===== src/pkg/dpc_pkg.sv =====
// Constants for the converter clock multiplier configuration block
`default_nettype none
package dpc_pkg;
    // ------------------------------------------------------------
    // Register offsets
    // ------------------------------------------------------------
    localparam logic [7:0] OFS_VCO_BAND_SELECT = 8'h08;
    localparam logic [7:0] OFS_PLL_ENABLE_BIAS = 8'h09;
    localparam logic [7:0] OFS_LOOP_FILTER_AND_VTUNE = 8'h0a;
    // ------------------------------------------------------------
    // Field positions
    // ------------------------------------------------------------
    localparam int BAND_LSB = 2;
    localparam int BAND_MSB = 7;
    localparam int PLL_EN_BIT = 7;
    localparam int BIAS_LSB = 0;
    localparam int BIAS_MSB = 2;
    localparam int FILT_LSB = 0;
    localparam int FILT_MSB = 4;
    localparam int VTUNE_LSB = 5;
    localparam int VTUNE_MSB = 7;
    // ------------------------------------------------------------
    // Codes and reset values
    // ------------------------------------------------------------
    localparam logic [5:0] BAND_AUTO = 6'h3f;
    localparam logic [5:0] BAND_TOP = 6'h3e;
    localparam logic [5:0] RST_BAND = 6'h00;
    localparam logic RST_PLL_EN = 1'b0;
    localparam logic [2:0] RST_BIAS = 3'h0;
    localparam logic [4:0] RST_FILT = 5'h00;
    localparam logic [2:0] VTUNE_OK_LO = 3'h1;
    localparam logic [2:0] VTUNE_OK_HI = 3'h3;
    // ------------------------------------------------------------
    // Timing
    // ------------------------------------------------------------
    localparam int CLK_MHZ = 50;
    localparam int SETTLE_US = 10;
    localparam int SETTLE_CYC = SETTLE_US * CLK_MHZ;
    // ------------------------------------------------------------
    // Autosearch states
    // ------------------------------------------------------------
    typedef enum logic [2:0] {
        SRCH_IDLE = 3'b001,
        SRCH_SETTLE = 3'b010,
        SRCH_DONE = 3'b100
    } dpc_srch_e;
endpackage : dpc_pkg
`default_nettype wire


===== src/logic/dpc_clock_config.sv =====
// Clock multiplier configuration, clock routing and band autosearch
//
// Operation
// RULE1: With the enable bit of 0x09 clear, the reference clock goes straight to the sample clock.
// RULE2: With the multiplier bypassed, the data rate is the sample clock divided by the interpolation divider alone.
// RULE3: The band field is six bits; codes 0 to 62 pick fixed bands, code 63 picks automatic mode.
// RULE4: Software prefers the band that puts the wanted frequency at the top of its range.
// RULE5: A five-bit field sets the filter zero-pole from near 10 MHz (00000) to near 1 MHz (11111).
// RULE6: Software sets the filter field to 11111 and the bias field to 111 whenever the multiplier runs.
// RULE7: Bits 7:5 of 0x0A read back a three-bit image of the loop control voltage.
// RULE8: Software takes 010, 001 or 011 as healthy and anything else as a fault.
// RULE9: Writing code 63 to 0x08 bits 7:2 starts the band search, and the found band reads back there.
// RULE10: Software uses the search only to discover settings, then rewrites them manually.
// RULE11: With the enable bit of 0x09 set, the internal clocks come from the multiplier output.
// RULE12: With the multiplier running, interpolation and loop dividers fix reference to data rate.
// RULE13: Software picks the VCO divider to keep the VCO between 1.0 GHz and 2.0 GHz.
// RULE14: The band field sits in 0x08 bits 7:2 and is both writable and readable.
`timescale 1ns/1ns
`default_nettype none
module dpc_clock_config #(
    parameter int SETTLE_CYCLES = dpc_pkg::SETTLE_CYC
) (
    input wire logic clk_sys,
    input wire logic arst_n,
    input wire logic reg_wr,
    input wire logic [7:0] reg_addr,
    input wire logic [7:0] reg_wdata,
    output logic [7:0] reg_rdata,
    input wire logic ref_tick,
    input wire logic pll_tick,
    input wire logic [2:0] vtune_level,
    input wire logic [1:0] interp_sel,
    output logic sample_tick,
    output logic data_tick,
    output logic pll_enable,
    output logic [2:0] pll_bias,
    output logic [5:0] vco_band,
    output logic [4:0] filter_zero_code,
    output logic search_busy
);
    // ------------------------------------------------------------
    // Elaboration checks
    // ------------------------------------------------------------
    // The settle counter is 16 bits, so longer waits need a wider counter
    if (SETTLE_CYCLES < 1 || SETTLE_CYCLES > 65535) begin : g_bad_settle
        $error("SETTLE_CYCLES out of range");
    end
    // Field slices below assume the port widths; catch a package edit that breaks them
    if (dpc_pkg::BAND_MSB - dpc_pkg::BAND_LSB != 5) begin : g_bad_band
        $error("band field must be six bits wide");
    end
    if (dpc_pkg::BIAS_MSB - dpc_pkg::BIAS_LSB != 2) begin : g_bad_bias
        $error("bias field must be three bits wide");
    end
    if (dpc_pkg::FILT_MSB - dpc_pkg::FILT_LSB != 4) begin : g_bad_filt
        $error("filter field must be five bits wide");
    end
    if (dpc_pkg::VTUNE_MSB - dpc_pkg::VTUNE_LSB != 2) begin : g_bad_vtune
        $error("voltage image field must be three bits wide");
    end

    dpc_pkg::dpc_srch_e state;
    logic [15:0] settle_cnt;
    logic [5:0] band_try;
    logic [5:0] band_best;
    logic best_valid;
    logic [2:0] vtune_q;
    logic [2:0] div_cnt;
    logic [2:0] div_last;
    logic wr_band;
    logic vtune_good;
    logic settle_end;

    assign wr_band = reg_wr && reg_addr == dpc_pkg::OFS_VCO_BAND_SELECT;
    // Healthy window of the control voltage image, as software judges it
    assign vtune_good = vtune_level >= dpc_pkg::VTUNE_OK_LO && vtune_level <= dpc_pkg::VTUNE_OK_HI;
    assign settle_end = settle_cnt == 16'(SETTLE_CYCLES - 1);

    // Terminal count; the >= compare below recovers a count left high by a rate change
    always_comb begin
        unique case (interp_sel)
            2'b00: div_last = 3'h0;
            2'b01: div_last = 3'h1;
            2'b10: div_last = 3'h3;
            2'b11: div_last = 3'h7;
        endcase
    end

    // ------------------------------------------------------------
    // Control registers
    // ------------------------------------------------------------
    always_ff @(posedge clk_sys or negedge arst_n) begin
        if (!arst_n) begin
            pll_enable <= dpc_pkg::RST_PLL_EN;
            pll_bias <= dpc_pkg::RST_BIAS;
            filter_zero_code <= dpc_pkg::RST_FILT;
        end else if (reg_wr && reg_addr == dpc_pkg::OFS_PLL_ENABLE_BIAS) begin
            pll_enable <= reg_wdata[dpc_pkg::PLL_EN_BIT];
            pll_bias <= reg_wdata[dpc_pkg::BIAS_MSB:dpc_pkg::BIAS_LSB];
        end else if (reg_wr && reg_addr == dpc_pkg::OFS_LOOP_FILTER_AND_VTUNE) begin
            // Bigger code switches in more capacitance, moving the zero down
            filter_zero_code <= reg_wdata[dpc_pkg::FILT_MSB:dpc_pkg::FILT_LSB]; // see RULE5
        end
    end

    // ------------------------------------------------------------
    // Band select and autosearch
    // ------------------------------------------------------------
    // Sweep runs upward and keeps the last good band, so the highest
    // band that locks wins: best phase noise for a doubly covered rate.
    always_ff @(posedge clk_sys or negedge arst_n) begin
        if (!arst_n) begin
            state <= dpc_pkg::SRCH_IDLE;
            settle_cnt <= 16'h0000;
            band_try <= 6'h00;
            band_best <= 6'h00;
            best_valid <= 1'b0;
            vco_band <= dpc_pkg::RST_BAND;
            search_busy <= 1'b0;
        end else if (wr_band) begin
            settle_cnt <= 16'h0000;
            band_try <= 6'h00;
            best_valid <= 1'b0;
            if (reg_wdata[dpc_pkg::BAND_MSB:dpc_pkg::BAND_LSB] == dpc_pkg::BAND_AUTO) begin
                state <= dpc_pkg::SRCH_SETTLE; // see RULE9
                vco_band <= 6'h00;
                search_busy <= 1'b1;
            end else begin
                // A manual code aborts any search in progress
                state <= dpc_pkg::SRCH_IDLE; // see RULE3
                vco_band <= reg_wdata[dpc_pkg::BAND_MSB:dpc_pkg::BAND_LSB]; // see RULE14
                search_busy <= 1'b0;
            end
        end else begin
            unique case (state)
                dpc_pkg::SRCH_IDLE: begin
                end
                dpc_pkg::SRCH_SETTLE: begin
                    settle_cnt <= settle_cnt + 16'h0001;
                    if (settle_end) begin
                        settle_cnt <= 16'h0000;
                        if (vtune_good) begin
                            band_best <= band_try;
                            best_valid <= 1'b1;
                        end
                        if (band_try == dpc_pkg::BAND_TOP) begin
                            state <= dpc_pkg::SRCH_DONE;
                        end else begin
                            band_try <= band_try + 6'h01;
                            vco_band <= band_try + 6'h01;
                        end
                    end
                end
                dpc_pkg::SRCH_DONE: begin
                    // No band locked: fall back to the lowest band
                    vco_band <= best_valid ? band_best : 6'h00; // see RULE9
                    search_busy <= 1'b0;
                    state <= dpc_pkg::SRCH_IDLE;
                end
                default: begin
                    state <= dpc_pkg::SRCH_IDLE;
                end
            endcase
        end
    end

    // ------------------------------------------------------------
    // Clock routing and interpolation divider
    // ------------------------------------------------------------
    always_ff @(posedge clk_sys or negedge arst_n) begin
        if (!arst_n) begin
            sample_tick <= 1'b0;
        end else begin
            // Multiplier output tapped between VCO and loop dividers
            sample_tick <= pll_enable ? pll_tick : ref_tick; // see RULE1 see RULE11
        end
    end

    always_ff @(posedge clk_sys or negedge arst_n) begin
        if (!arst_n) begin
            div_cnt <= 3'h0;
            data_tick <= 1'b0;
        end else begin
            data_tick <= 1'b0;
            if (sample_tick) begin
                // Same divider in both modes; with the loop closed the loop
                // divider sets the sample rate, so the ratio follows
                if (div_cnt >= div_last) begin
                    div_cnt <= 3'h0;
                    data_tick <= 1'b1; // see RULE2 see RULE12
                end else begin
                    div_cnt <= div_cnt + 3'h1;
                end
            end
        end
    end

    // ------------------------------------------------------------
    // Readback
    // ------------------------------------------------------------
    always_ff @(posedge clk_sys or negedge arst_n) begin
        if (!arst_n) begin
            vtune_q <= 3'h0;
            reg_rdata <= 8'h00;
        end else begin
            vtune_q <= vtune_level;
            // Unused bits of the band and enable registers read as zero
            unique case (reg_addr)
                dpc_pkg::OFS_VCO_BAND_SELECT:
                    reg_rdata <= {search_busy ? dpc_pkg::BAND_AUTO : vco_band, 2'b00}; // see RULE9
                dpc_pkg::OFS_PLL_ENABLE_BIAS:
                    reg_rdata <= {pll_enable, 4'h0, pll_bias};
                dpc_pkg::OFS_LOOP_FILTER_AND_VTUNE:
                    reg_rdata <= {vtune_q, filter_zero_code}; // see RULE7
                default:
                    reg_rdata <= 8'h00;
            endcase
        end
    end
endmodule : dpc_clock_config
`default_nettype wire


===== config.mk =====
export PLATFORM = sky130hd
export DESIGN_NAME = dpc_clock_config
export DESIGN_NICKNAME = d
export VERILOG_FILES = /design/src/pkg/dpc_pkg.sv /design/src/logic/dpc_clock_config.sv
export SDC_FILE = /design/constraint.sdc
export NUM_CORES = 1
export LEC_CHECK = 0
export ABC_AREA = 0
export BUFFER_PORTS_ARGS = -buffer_cell sky130_fd_sc_hd__buf_2
export CAP_MARGIN = 25
export CORE_UTILIZATION = 45
export CTS_BUF_LIST = sky130_fd_sc_hd__clkbuf_2
export DETAILED_ROUTE_END_ITERATION = 6
export PLACE_DENSITY = 0.66
export SETUP_SLACK_MARGIN = 0.15
export SLEW_MARGIN = 15
export SYNTH_ARGS = -nofsm -noshare
export SYNTH_HDL_FRONTEND = slang
export SYNTH_SLANG_ARGS = --single-unit

===== constraint.sdc =====
create_clock -name clk_sys -period 2.2 [get_ports clk_sys]
set_input_delay 0.44 -clock clk_sys [delete_from_list [all_inputs] [get_ports clk_sys]]
set_output_delay 0.44 -clock clk_sys [all_outputs]
set_load 0.05 [all_outputs]

==> results of run 1 <==
[per-layer routing]
metal	wire [um]	GRT usage, %	vias up
met4	88	8.79	0
met3	339	3.62	8
met5	0	0	-
met2	3270	31.7	76
met1	3310	27.7	1220
li1	-	-	1262
[power by group through the flow]
stage,clock network [uW],logic [uW],registers (uW)
2_1_floorplan,0,299,1410
3_3_place_gp,0,512,1360
3_5_place_dp,0,524,1360
4_1_cts,697,534,1340
5_1_grt,757,597,1360
6_report,675,529,1340
[per-stage QoR]
stage | utilization, % | setup TNS, ps | setup slack, ps | hold slack [ps]
after floorplan | - | 0 | 224 | 144
after global placement | 53.7 | 0 | 24.4 | 475
after detailed placement | 53.7 | -12.9 | -11.3 | 479
after CTS | 56.2 | 0 | 210 | 45.7
after global routing | 56.3 | 0 | 153 | 25.8
final | 56.3 | 0 | 260 | 83.5
[area by class of cell]
class                      instances  area [um2]
inverter                           6        22.5
tap                               96         120
clock buffer                       9        45.0
sequential                        64        1610
fill                             607        2980
timing repair buffer              73         435
multi-input combinational        222        1560
clock inverter                     7        62.6
[worst reg2reg max path: stages, from the launching register on]
cell     delay [ps]
dfrtp_1         430
or3b_1          460
a31o_2          310
o21ai_2         280
mux2_2          380
[sequential cells by signal, summed over array words and instances (netlist names)]
name	cells
pll_enable	1
data_tick	1
vco_band	6
band_best	6
pll_bias	3
div_cnt	3
search_busy	1
sample_tick	1
vtune_q	3
best_valid	1
state	3
filter_zero_code	5
settle_cnt	16
reg_rdata	8
band_try	6
[kinds of logic after synthesis]
kind of cell               share of synthesized area (%)
AOI/OAI and AO/OA                                   11.9
xor gates and xnor gates                            3.00
adders and majority gates                           2.73
buffers and inverters                               2.42
DFF                                                 50.0
muxes                                               7.33
and+or+nand+nor                                     22.6
[cell usage in the layout, fill, tap and decap left out, drive strengths merged, types with 3 or more instances in the layout]
cell type,count
buf,72
dfrtp,63
nor2,34
mux2,20
nand3,18
nor3,15
nand2,15
a21oi,13
o21ai,13
clkbuf,9
xnor2,7
ha,7
nor2b,6
nand2b,6
a31oi,6
inv,6
and3,5
o311a,4
a22oi,4
a21o,4
xor2,4
nor4,4
nand4,4
clkinv,4
or2,3
and4,3
[timing repair]
| action | 4_1_cts | 5_1_grt |
|---|---|---|
| endpoints found under the hold margin | 23 | 0 |
| gates cloned | 0 | 0 |
| hold buffers | 1 | 0 |
| pin swaps | 3 | 4 |
| endpoints found under the setup margin | 6 | 14 |
| resized for setup | 3 | 3 |
| buffers inserted | 5 | 0 |
[final timing paths]
kind,startpoint,endpoint,slack (ps),depth (start not counted)
min in group asynchronous,arst_n,vco_band[4],460,2
max in group asynchronous,arst_n,reg_rdata[2],1090,3
setup / recovery,state[2],vco_band[2],260,4
setup reg to reg,state[2],vco_band[2],260,4
hold / removal,vtune_level[1],vtune_q[1],80,1
hold reg to reg,vtune_q[2],reg_rdata[7],510,2
==> impl_metrics.csv, run 1 <==
group,metric,value,unit
cells_and_area,nNetsFinal,409,
worst_setup_path,slowest_stage,"or3b_1",
cts,clk_latency,490,ps
logic_synthesis,synth.distinct_cells,60,
logic_synthesis,synth_cells,302,
global_route,antenna_found_initial,0,
drt,wl,7010,um
pwr,pwr-share-clk,26.5,%
pwr,power,2550,uW
worst_setup_path,cp_max_fo,6,
cells_and_area,finalNonFillerCells,477,
floorplan,fp-row-count,30,
floorplan,die_x,86.4,um
drt,drcViolationCount,0,
cts,cts-root-buf,"clkbuf_2",
worst_setup_path,cp_top_family,"compound AO/OA/AOI/OAI gates",
drt,wire_per_inst,14.7,um
worst_setup_path,arrival,2320,ps
floorplan,die_area,7470,um2
cts,cts_max_level,3,
logic_synthesis,synth_area_leader_cell,"dfrtp_1",
worst_setup_path,start_kind,"flip-flop",
timing,slew_headroom,59.8,%
placed_design,globalplace.congestion,0.795,
logic_synthesis,synth_commonest_cells,"63 x dfrtp_1, 33 x nor2_1, 18 x nand3_1, 15 x mux2_1",
timing,fmax,0.515,GHz
cts,path_clk_slew,170,ps
global_route,grtUsageTotal,20.2,%
flow_run,maxCapViolCount,0,
logic_synthesis,synth_area_leaders,"dfrtp_1 49%, mux2_1 5.3%, nor2_1 3.9%",
global_route,grt_overflow,0,
pwr,p_comb_share,20.8,%
timing,post-route-period-util,88.2,%
pwr,p_sw_share,32.2,%
cts,cts_buffers,9,
logic_synthesis,synth_edf_count,0,
placed_design,dp_cells,455,
worst_setup_path,path_cells,"or3b_1 > a31o_2 > o21ai_2 > mux2_2",
pwr,seq_power_share,52.7,%
worst_setup_path,required,2580,ps
timing,skew,31.6,ps
timing,setup_viol,0,
logic_synthesis,yosysWarnings,0,
placed_design,io_buffers,51,
drt,first_iter_violations,133,
logic_synthesis,async_flop_share,100,%
floorplan,start_util,46.9,%
logic_synthesis,synth.net_count,335,
worst_setup_path,worst_path_largest_cell_delay,460,ps
worst_setup_path,critPathKind,"reg2reg",
drt,vias,2566,
global_route,grt_first_pass_wirelength,11500,um
logic_synthesis,synth_seq_cells,64,
drt,first_pass_iters,4,
pwr,leakagePower,0.00187,uW
global_route,grt_start_max_net_pins,28,
floorplan,coreArea,6830,um2
worst_hold_path,hp-class,"in2reg",
cts,clk_path_buf_depth,2,
status,status,"complete, no violations",
logic_synthesis,synth_ff_type,"dfrtp_1",
cells_and_area,drive_above_1_share,29.1,%
cts,cts_tree,"yes",
pwr,p_sw,822,uW
logic_synthesis,synth.most_common_cell,"dfrtp_1",
worst_setup_path,end_kind,"flip-flop",
floorplan,io_pins,52,
logic_synthesis,syn_avg_cell_area,10.6,um2
timing,finalHoldViolations,0,
cells_and_area,fin_area,3850,um2
timing,tightestPinTransition,603,ps
floorplan,die_h,86.4,um
placed_design,hpwl,5090,um
global_route,grt_pass1_vias,2405,
placed_design,post_dp_cell_area,3670,um2
cells_and_area,antenna_cells,0,
drt,drtAntennaViolNets,0,
pwr,p_per_area,662,nW/um2
timing,rsz0062_at_grt,"false",
pwr,ir_worst_vdd,0.304,mV
cells_and_area,syn2layout_area_growth,20.0,%
logic_synthesis,seq_area_frac_synth,50.0,%
pwr,cellInternalPower,1730,uW
timing,fin_crit,1940,ps
cts,cts_sinks,64,
worst_setup_path,critPathBufInv,0,
drt,vias_per_cell,5.38,
timing,slew_violations,0,
logic_synthesis,synth_top_area_share,49.2,%
logic_synthesis,syn-cell-area,3210,um2
(Power assumes the default switching activity.)
==> run 2, diff against run 1 <==
- clock period: 2.2 -> 1.95 ns (I/O delays scaled with it)
==> run 2 against run 1 <==
Effect of this change: clock power rose by 38%; utilization is 5.8 points higher; hold slack gained 4.4 ps; routed wire length is 4.3% higher; die area is the same; clock skew up 12 ps; combinational power grew 26%; final cell count is 3.8% higher; flip-flop and latch count unchanged; design area rose by 10%; non-clock buffer count increased by 18; sequential share of layout area is 3.9 points lower.
==> impl_metrics.csv, run 2 (synthesized netlist as in run 1, its figures left out) <==
group,metric,value,unit
status,status,"complete, no violations",
cells_and_area,final_core_util,62.1,%
cells_and_area,top_regs,"settle_cnt: 16 flops, reg_rdata: 8 flops",
placed_design,io_buffers,51,
global_route,grt_start_max_net_pins,65,
worst_hold_path,hp-class,"in2reg",
pwr,power,3110,uW
timing,fin_crit,1880,ps
worst_setup_path,required,2350,ps
global_route,grtUsageTotal,20.2,%
timing,setup_viol,0,
cts,clk_path_buf_depth,2,
timing,slew_violations,0,
cells_and_area,drive_above_1_share,38.6,%
worst_setup_path,cp_max_fo,8,
cts,cts_sinks,64,
cells_and_area,antenna_cells,0,
timing,post-route-period-util,96.3,%
worst_setup_path,end_kind,"flip-flop",
pwr,p_per_area,734,nW/um2
drt,vias_per_cell,5.31,
timing,finalHoldViolations,0,
cells_and_area,largest_register_ffs,16,
cells_and_area,final_common_cell,"dfrtp_1",
cts,cts-root-buf,"clkbuf_2",
drt,vias,2629,
cells_and_area,multi_input_area,1740,um2
floorplan,start_util,46.9,%
floorplan,die_area,7470,um2
cts,clk_latency,490,ps
cells_and_area,final_cell_mix,"63 x dfrtp_1, 51 x buf_2, 29 x buf_4",
drt,first_iter_violations,99,
timing,slew_headroom,72.3,%
global_route,grt_pass1_vias,2472,
timing,rsz0062_at_grt,"true",
cells_and_area,fillers,588,
cts,cts_max_level,3,
worst_setup_path,start_kind,"flip-flop",
floorplan,coreArea,6830,um2
timing,tightestPinTransition,414,ps
drt,drcViolationCount,0,
worst_setup_path,critPathKind,"reg2reg",
placed_design,hpwl,5130,um
flow_run,maxCapViolCount,0,
floorplan,die_h,86.4,um
drt,drtAntennaViolNets,0,
timing,fmax,0.533,GHz
cells_and_area,syn2layout_area_growth,32.3,%
floorplan,io_pins,52,
cts,path_clk_slew,180,ps
cts,cts_buffers,9,
floorplan,fp-row-count,30,
cts,cts_tree,"yes",
timing,skew,43.3,ps
worst_setup_path,arrival,2270,ps
drt,wire_per_inst,14.8,um
pwr,leakagePower,0.00206,uW
cells_and_area,regMostFlops,"settle_cnt",
drt,first_pass_iters,4,
drt,wl,7300,um
placed_design,globalplace.congestion,0.815,
floorplan,die_x,86.4,um
timing,hold_slack,87.9,ps
cells_and_area,nNetsFinal,427,
pwr,ir_worst_vdd,0.315,mV
global_route,antenna_found_initial,0,
global_route,grt_overflow,0,
cells_and_area,ff_latch_area,1600,um2
global_route,grt_first_pass_wirelength,11700,um
run 2: cell types whose count changed in the layout (fill, tap and decap cells not counted), moves of 5 or more:
cell     change
mux2_4       +6
buf_6        +5
o21ai_0      -5
nor3_4       +5
buf_4        +9
nor2_1       -5
nor3_1       -6
run 2: metal layers:
metal	track usage [%]	vias up	routed length (um)
met5	0	-	0
met2	31.7	62	3360
li1	-	1293	-
met1	27.7	1268	3560
met4	9.24	0	78
met3	3.14	6	296
run 2: worst paths after layout:
kind | startpoint | slack (ps) | depth (start not counted) | end
min in group asynchronous | arst_n | 420 | 3 | reg_rdata[2]
max in group asynchronous | arst_n | 1180 | 3 | state[0]
max | settle_cnt[0] | 70 | 8 | vco_band[4]
min reg2reg | band_best[3] | 520 | 1 | band_best[3]
min | vtune_level[2] | 90 | 1 | vtune_q[2]
max reg2reg | settle_cnt[0] | 70 | 8 | vco_band[4]
run 2: through the flow:
stage | TNS [ps] | instance area [um2] | std cells | worst slack, ps
floorplan | 0 | 3290 | 302 | 40.0
global placement | -3440 | 3860 | 471 | -137
detailed placement | -4950 | 3860 | 471 | -197
CTS | 0 | 4040 | 491 | 84.2
global route | -64.9 | 4240 | 495 | -16.7
finish | 0 | 4240 | 495 | 72.6
run 2: where the power goes:
group	internal (uW)	leakage (uW)	switching, uW	total [uW]
combinational	279	0.00121	389	667
sequential	1420	0.000771	97.1	1510
clock	427	0.0000858	506	934
total	2120	0.00206	992	3110
run 2: final cells by class:
class,instances,area share [%]
multi-input combinational,222,40.9
sequential,64,37.8
timing repair buffer,91,14.6
tap,96,2.83
clock inverter,7,2.27
clock buffer,9,1.06
inverter,6,0.531
run 2: critical path: stages, from the launching register on:
cell	delay, ps
dfrtp_1	430
ha_2	190
and4b_2	270
nand4_4	90
buf_4	130
buf_12	140
nor2_4	70
a221o_1	370
a2bb2oi_2	140
run 2: timing repair:
action	CTS	global route
resized for setup	2	44
cloned	0	0
endpoints found under the hold margin	64	1
endpoints found under the setup margin	17	29
setup buffers	2	3
pin swaps	1	20
hold buffers	2	1
==> run 3, diff against run 2 <==
- MAX_ROUTING_LAYER: unset -> met4
- SKIP_LAST_GASP: unset -> 1
==> run 3 against run 2 <==
Effect of this change: combinational power is 2% lower; count of clock-buffer cells in the layout is the same; routed wire length decreased by 0.73%; global-route usage grew 0.61 points; register-to-register slack is essentially flat; critical path depth is the same; hold slack worse by 6.2 ps; largest cell class unchanged.
==> impl_metrics.csv, run 3 (synthesized netlist as in run 1, its figures left out) <==
group,metric,value,unit
cells_and_area,nNetsFinal,427,
timing,tightestPinTransition,404,ps
drt,dr_wl_met2,3380,um
placed_design,io_buffers,51,
floorplan,die_area,7470,um2
worst_setup_path,worst_path_largest_cell_delay,420,ps
cells_and_area,fillers,597,
placed_design,globalplace.congestion,0.827,
cells_and_area,drive_above_1_share,36.8,%
worst_setup_path,r2r-start,"settle_cnt[0]",
worst_setup_path,cp-endpoint,"vco_band[5]",
floorplan,die_x,86.4,um
worst_setup_path,reg2reg_to,"vco_band[5]",
global_route,grtUsageTotal,20.8,%
cells_and_area,regMostFlops,"settle_cnt",
drt,drtAntennaViolNets,0,
drt,drcViolationCount,0,
drt,vias,2601,
pwr,p_sw,984,uW
cells_and_area,ff_latch_area,1600,um2
drt,first_pass_iters,4,
global_route,grt_first_pass_wirelength,11700,um
timing,fmax,0.532,GHz
drt,wire_per_inst,14.6,um
timing,finalHoldViolations,0,
cells_and_area,antenna_cells,0,
drt,wl_met1,3500,um
cts,clk_latency,490,ps
floorplan,fp-row-count,30,
cells_and_area,final_core_util,61.4,%
cts,clk_path_buf_depth,2,
timing,setup_viol,0,
cts,path_clk_slew,180,ps
pwr,ir_worst_vdd,0.315,mV
worst_setup_path,slowest_stage,"dfrtp_1",
cts,cts-root-buf,"clkbuf_2",
pwr,p_per_area,740,nW/um2
drt,met3_length,293,um
timing,post-route-period-util,96.4,%
pwr,seq_power_share,48.8,%
pwr,cellInternalPower,2120,uW
drt,vias_per_cell,5.25,
timing,slew_headroom,73.0,%
floorplan,die_h,86.4,um
worst_hold_path,hp-class,"in2reg",
timing,slew_violations,0,
worst_setup_path,arrival,2280,ps
placed_design,post_dp_cell_area,3860,um2
global_route,grt_overflow,0,
worst_setup_path,critPathLaunch,"settle_cnt[0]",
floorplan,coreArea,6830,um2
global_route,grt_start_max_net_pins,65,
global_route,grt_pass1_vias,2472,
worst_setup_path,path_cells,"ha_1 > and4b_1 > nand4_4 > buf_4 > buf_6 > nor2_4 > a221o_1 > a2bb2oi_1",
cts,cts_sinks,64,
status,status,"complete, no violations",
flow_run,maxCapViolCount,0,
pwr,leakagePower,0.00205,uW
drt,highest_layer,"met4",
cells_and_area,fin_area,4190,um2
worst_hold_path,worstHoldStart,"vtune_level[2]",
pwr,pwr-share-clk,30.1,%
floorplan,io_pins,52,
timing,rsz0062_at_grt,"true",
placed_design,hpwl,5130,um
cells_and_area,top_regs,"settle_cnt: 16 flops, reg_rdata: 8 flops",
cts,cts_buffers,9,
cells_and_area,syn2layout_area_growth,30.7,%
drt,wl,7250,um
timing,skew,44.4,ps
cells_and_area,multi_input_area,1700,um2
cts,cts_max_level,3,
cts,cts_tree,"yes",
cells_and_area,final_cell_mix,"63 x dfrtp_1, 51 x buf_2, 29 x buf_4",
worst_setup_path,critPathKind,"reg2reg",
cells_and_area,final_common_cell,"dfrtp_1",
timing,fin_crit,1880,ps
worst_setup_path,cp_max_fo,8,
global_route,antenna_found_initial,0,
pwr,p_comb_share,21.1,%
worst_setup_path,start_kind,"flip-flop",
floorplan,start_util,46.9,%
drt,first_iter_violations,97,
worst_setup_path,end_kind,"flip-flop",
cells_and_area,largest_register_ffs,16,
pwr,p_sw_share,31.7,%
worst_setup_path,required,2350,ps
worst_setup_path,r2r_slack,70,ps
worst_setup_path,reg2reg_depth,8,
==> run 3: cell count changes in the layout (fill, tap and decap cells not counted), moves of 2 or more <==
cell and delta:
a21oi_2 -2, o21ai_1 -2, o21ai_0 +2, a21oi_1 +2, nor3_1 +2
==> run 3: critical path, delay by kind of cell (launching register included) <==
family                   cells  cell delay, ps
AO/OA/AOI/OAI                2             470
flip-flops                   1             420
AND/OR/NAND/NOR              3             440
adder cells (fa/ha/maj)      1             220
buffers and inverters        2             290
==> run 3: routing by layer <==
metal  GRT usage, %  vias up
met2           31.7       58
met1           27.7     1249
met3           3.14        6
met4           9.24        0
met5              -        -
li1               -     1288
==> run 3: worst min-delay path by stage <==
stage	endpoint	slack, ps	cells after the start
6_report	vtune_q[2]	80	1
5_1_grt	vtune_q[2]	30	1
4_1_cts	vtune_q[0]	2	1
3_5_place_dp	data_tick	440	2
3_3_place_gp	div_cnt[2]	430	2
2_1_floorplan	band_best[0]	90	0
==> run 3: what timing repair did <==
item                       4_1_cts  5_1_grt
hold buffers                     2        1
setup endpoints to repair       17       29
hold endpoints to repair        64        1
setup buffers                    2        3
pin swaps                        1       15
resized for setup                2       31
==> run 3: power groups by stage <==
| stage | Sequential [uW] | Clock (uW) | Combinational, uW |
|---|---|---|---|
| floorplan | 1600 | 0 | 345 |
| global placement | 1530 | 0 | 599 |
| detailed placement | 1530 | 0 | 615 |
| CTS | 1510 | 962 | 625 |
| global route | 1530 | 1020 | 727 |
| finish | 1510 | 933 | 656 |
==> run 3: per-stage QoR <==
step	std cells	power, uW	hold WS [ps]	TNS (ps)	worst slack (ps)
after floorplan	302	1940	94.4	0	40.0
after global placement	471	2130	433	-3440	-137
after detailed placement	471	2150	436	-4950	-197
after CTS	491	3100	1.89	0	84.2
after global routing	495	3280	25.1	-63.9	-16.7
final	495	3100	81.7	0	69.3
==> run 3: layout make-up <==
class,instances,area share (%)
tap,96,2.86
clock buffer,9,1.07
clock inverter,7,2.30
multi-input combinational,222,40.4
inverter,6,0.537
sequential,64,38.2
timing repair buffer,91,14.6
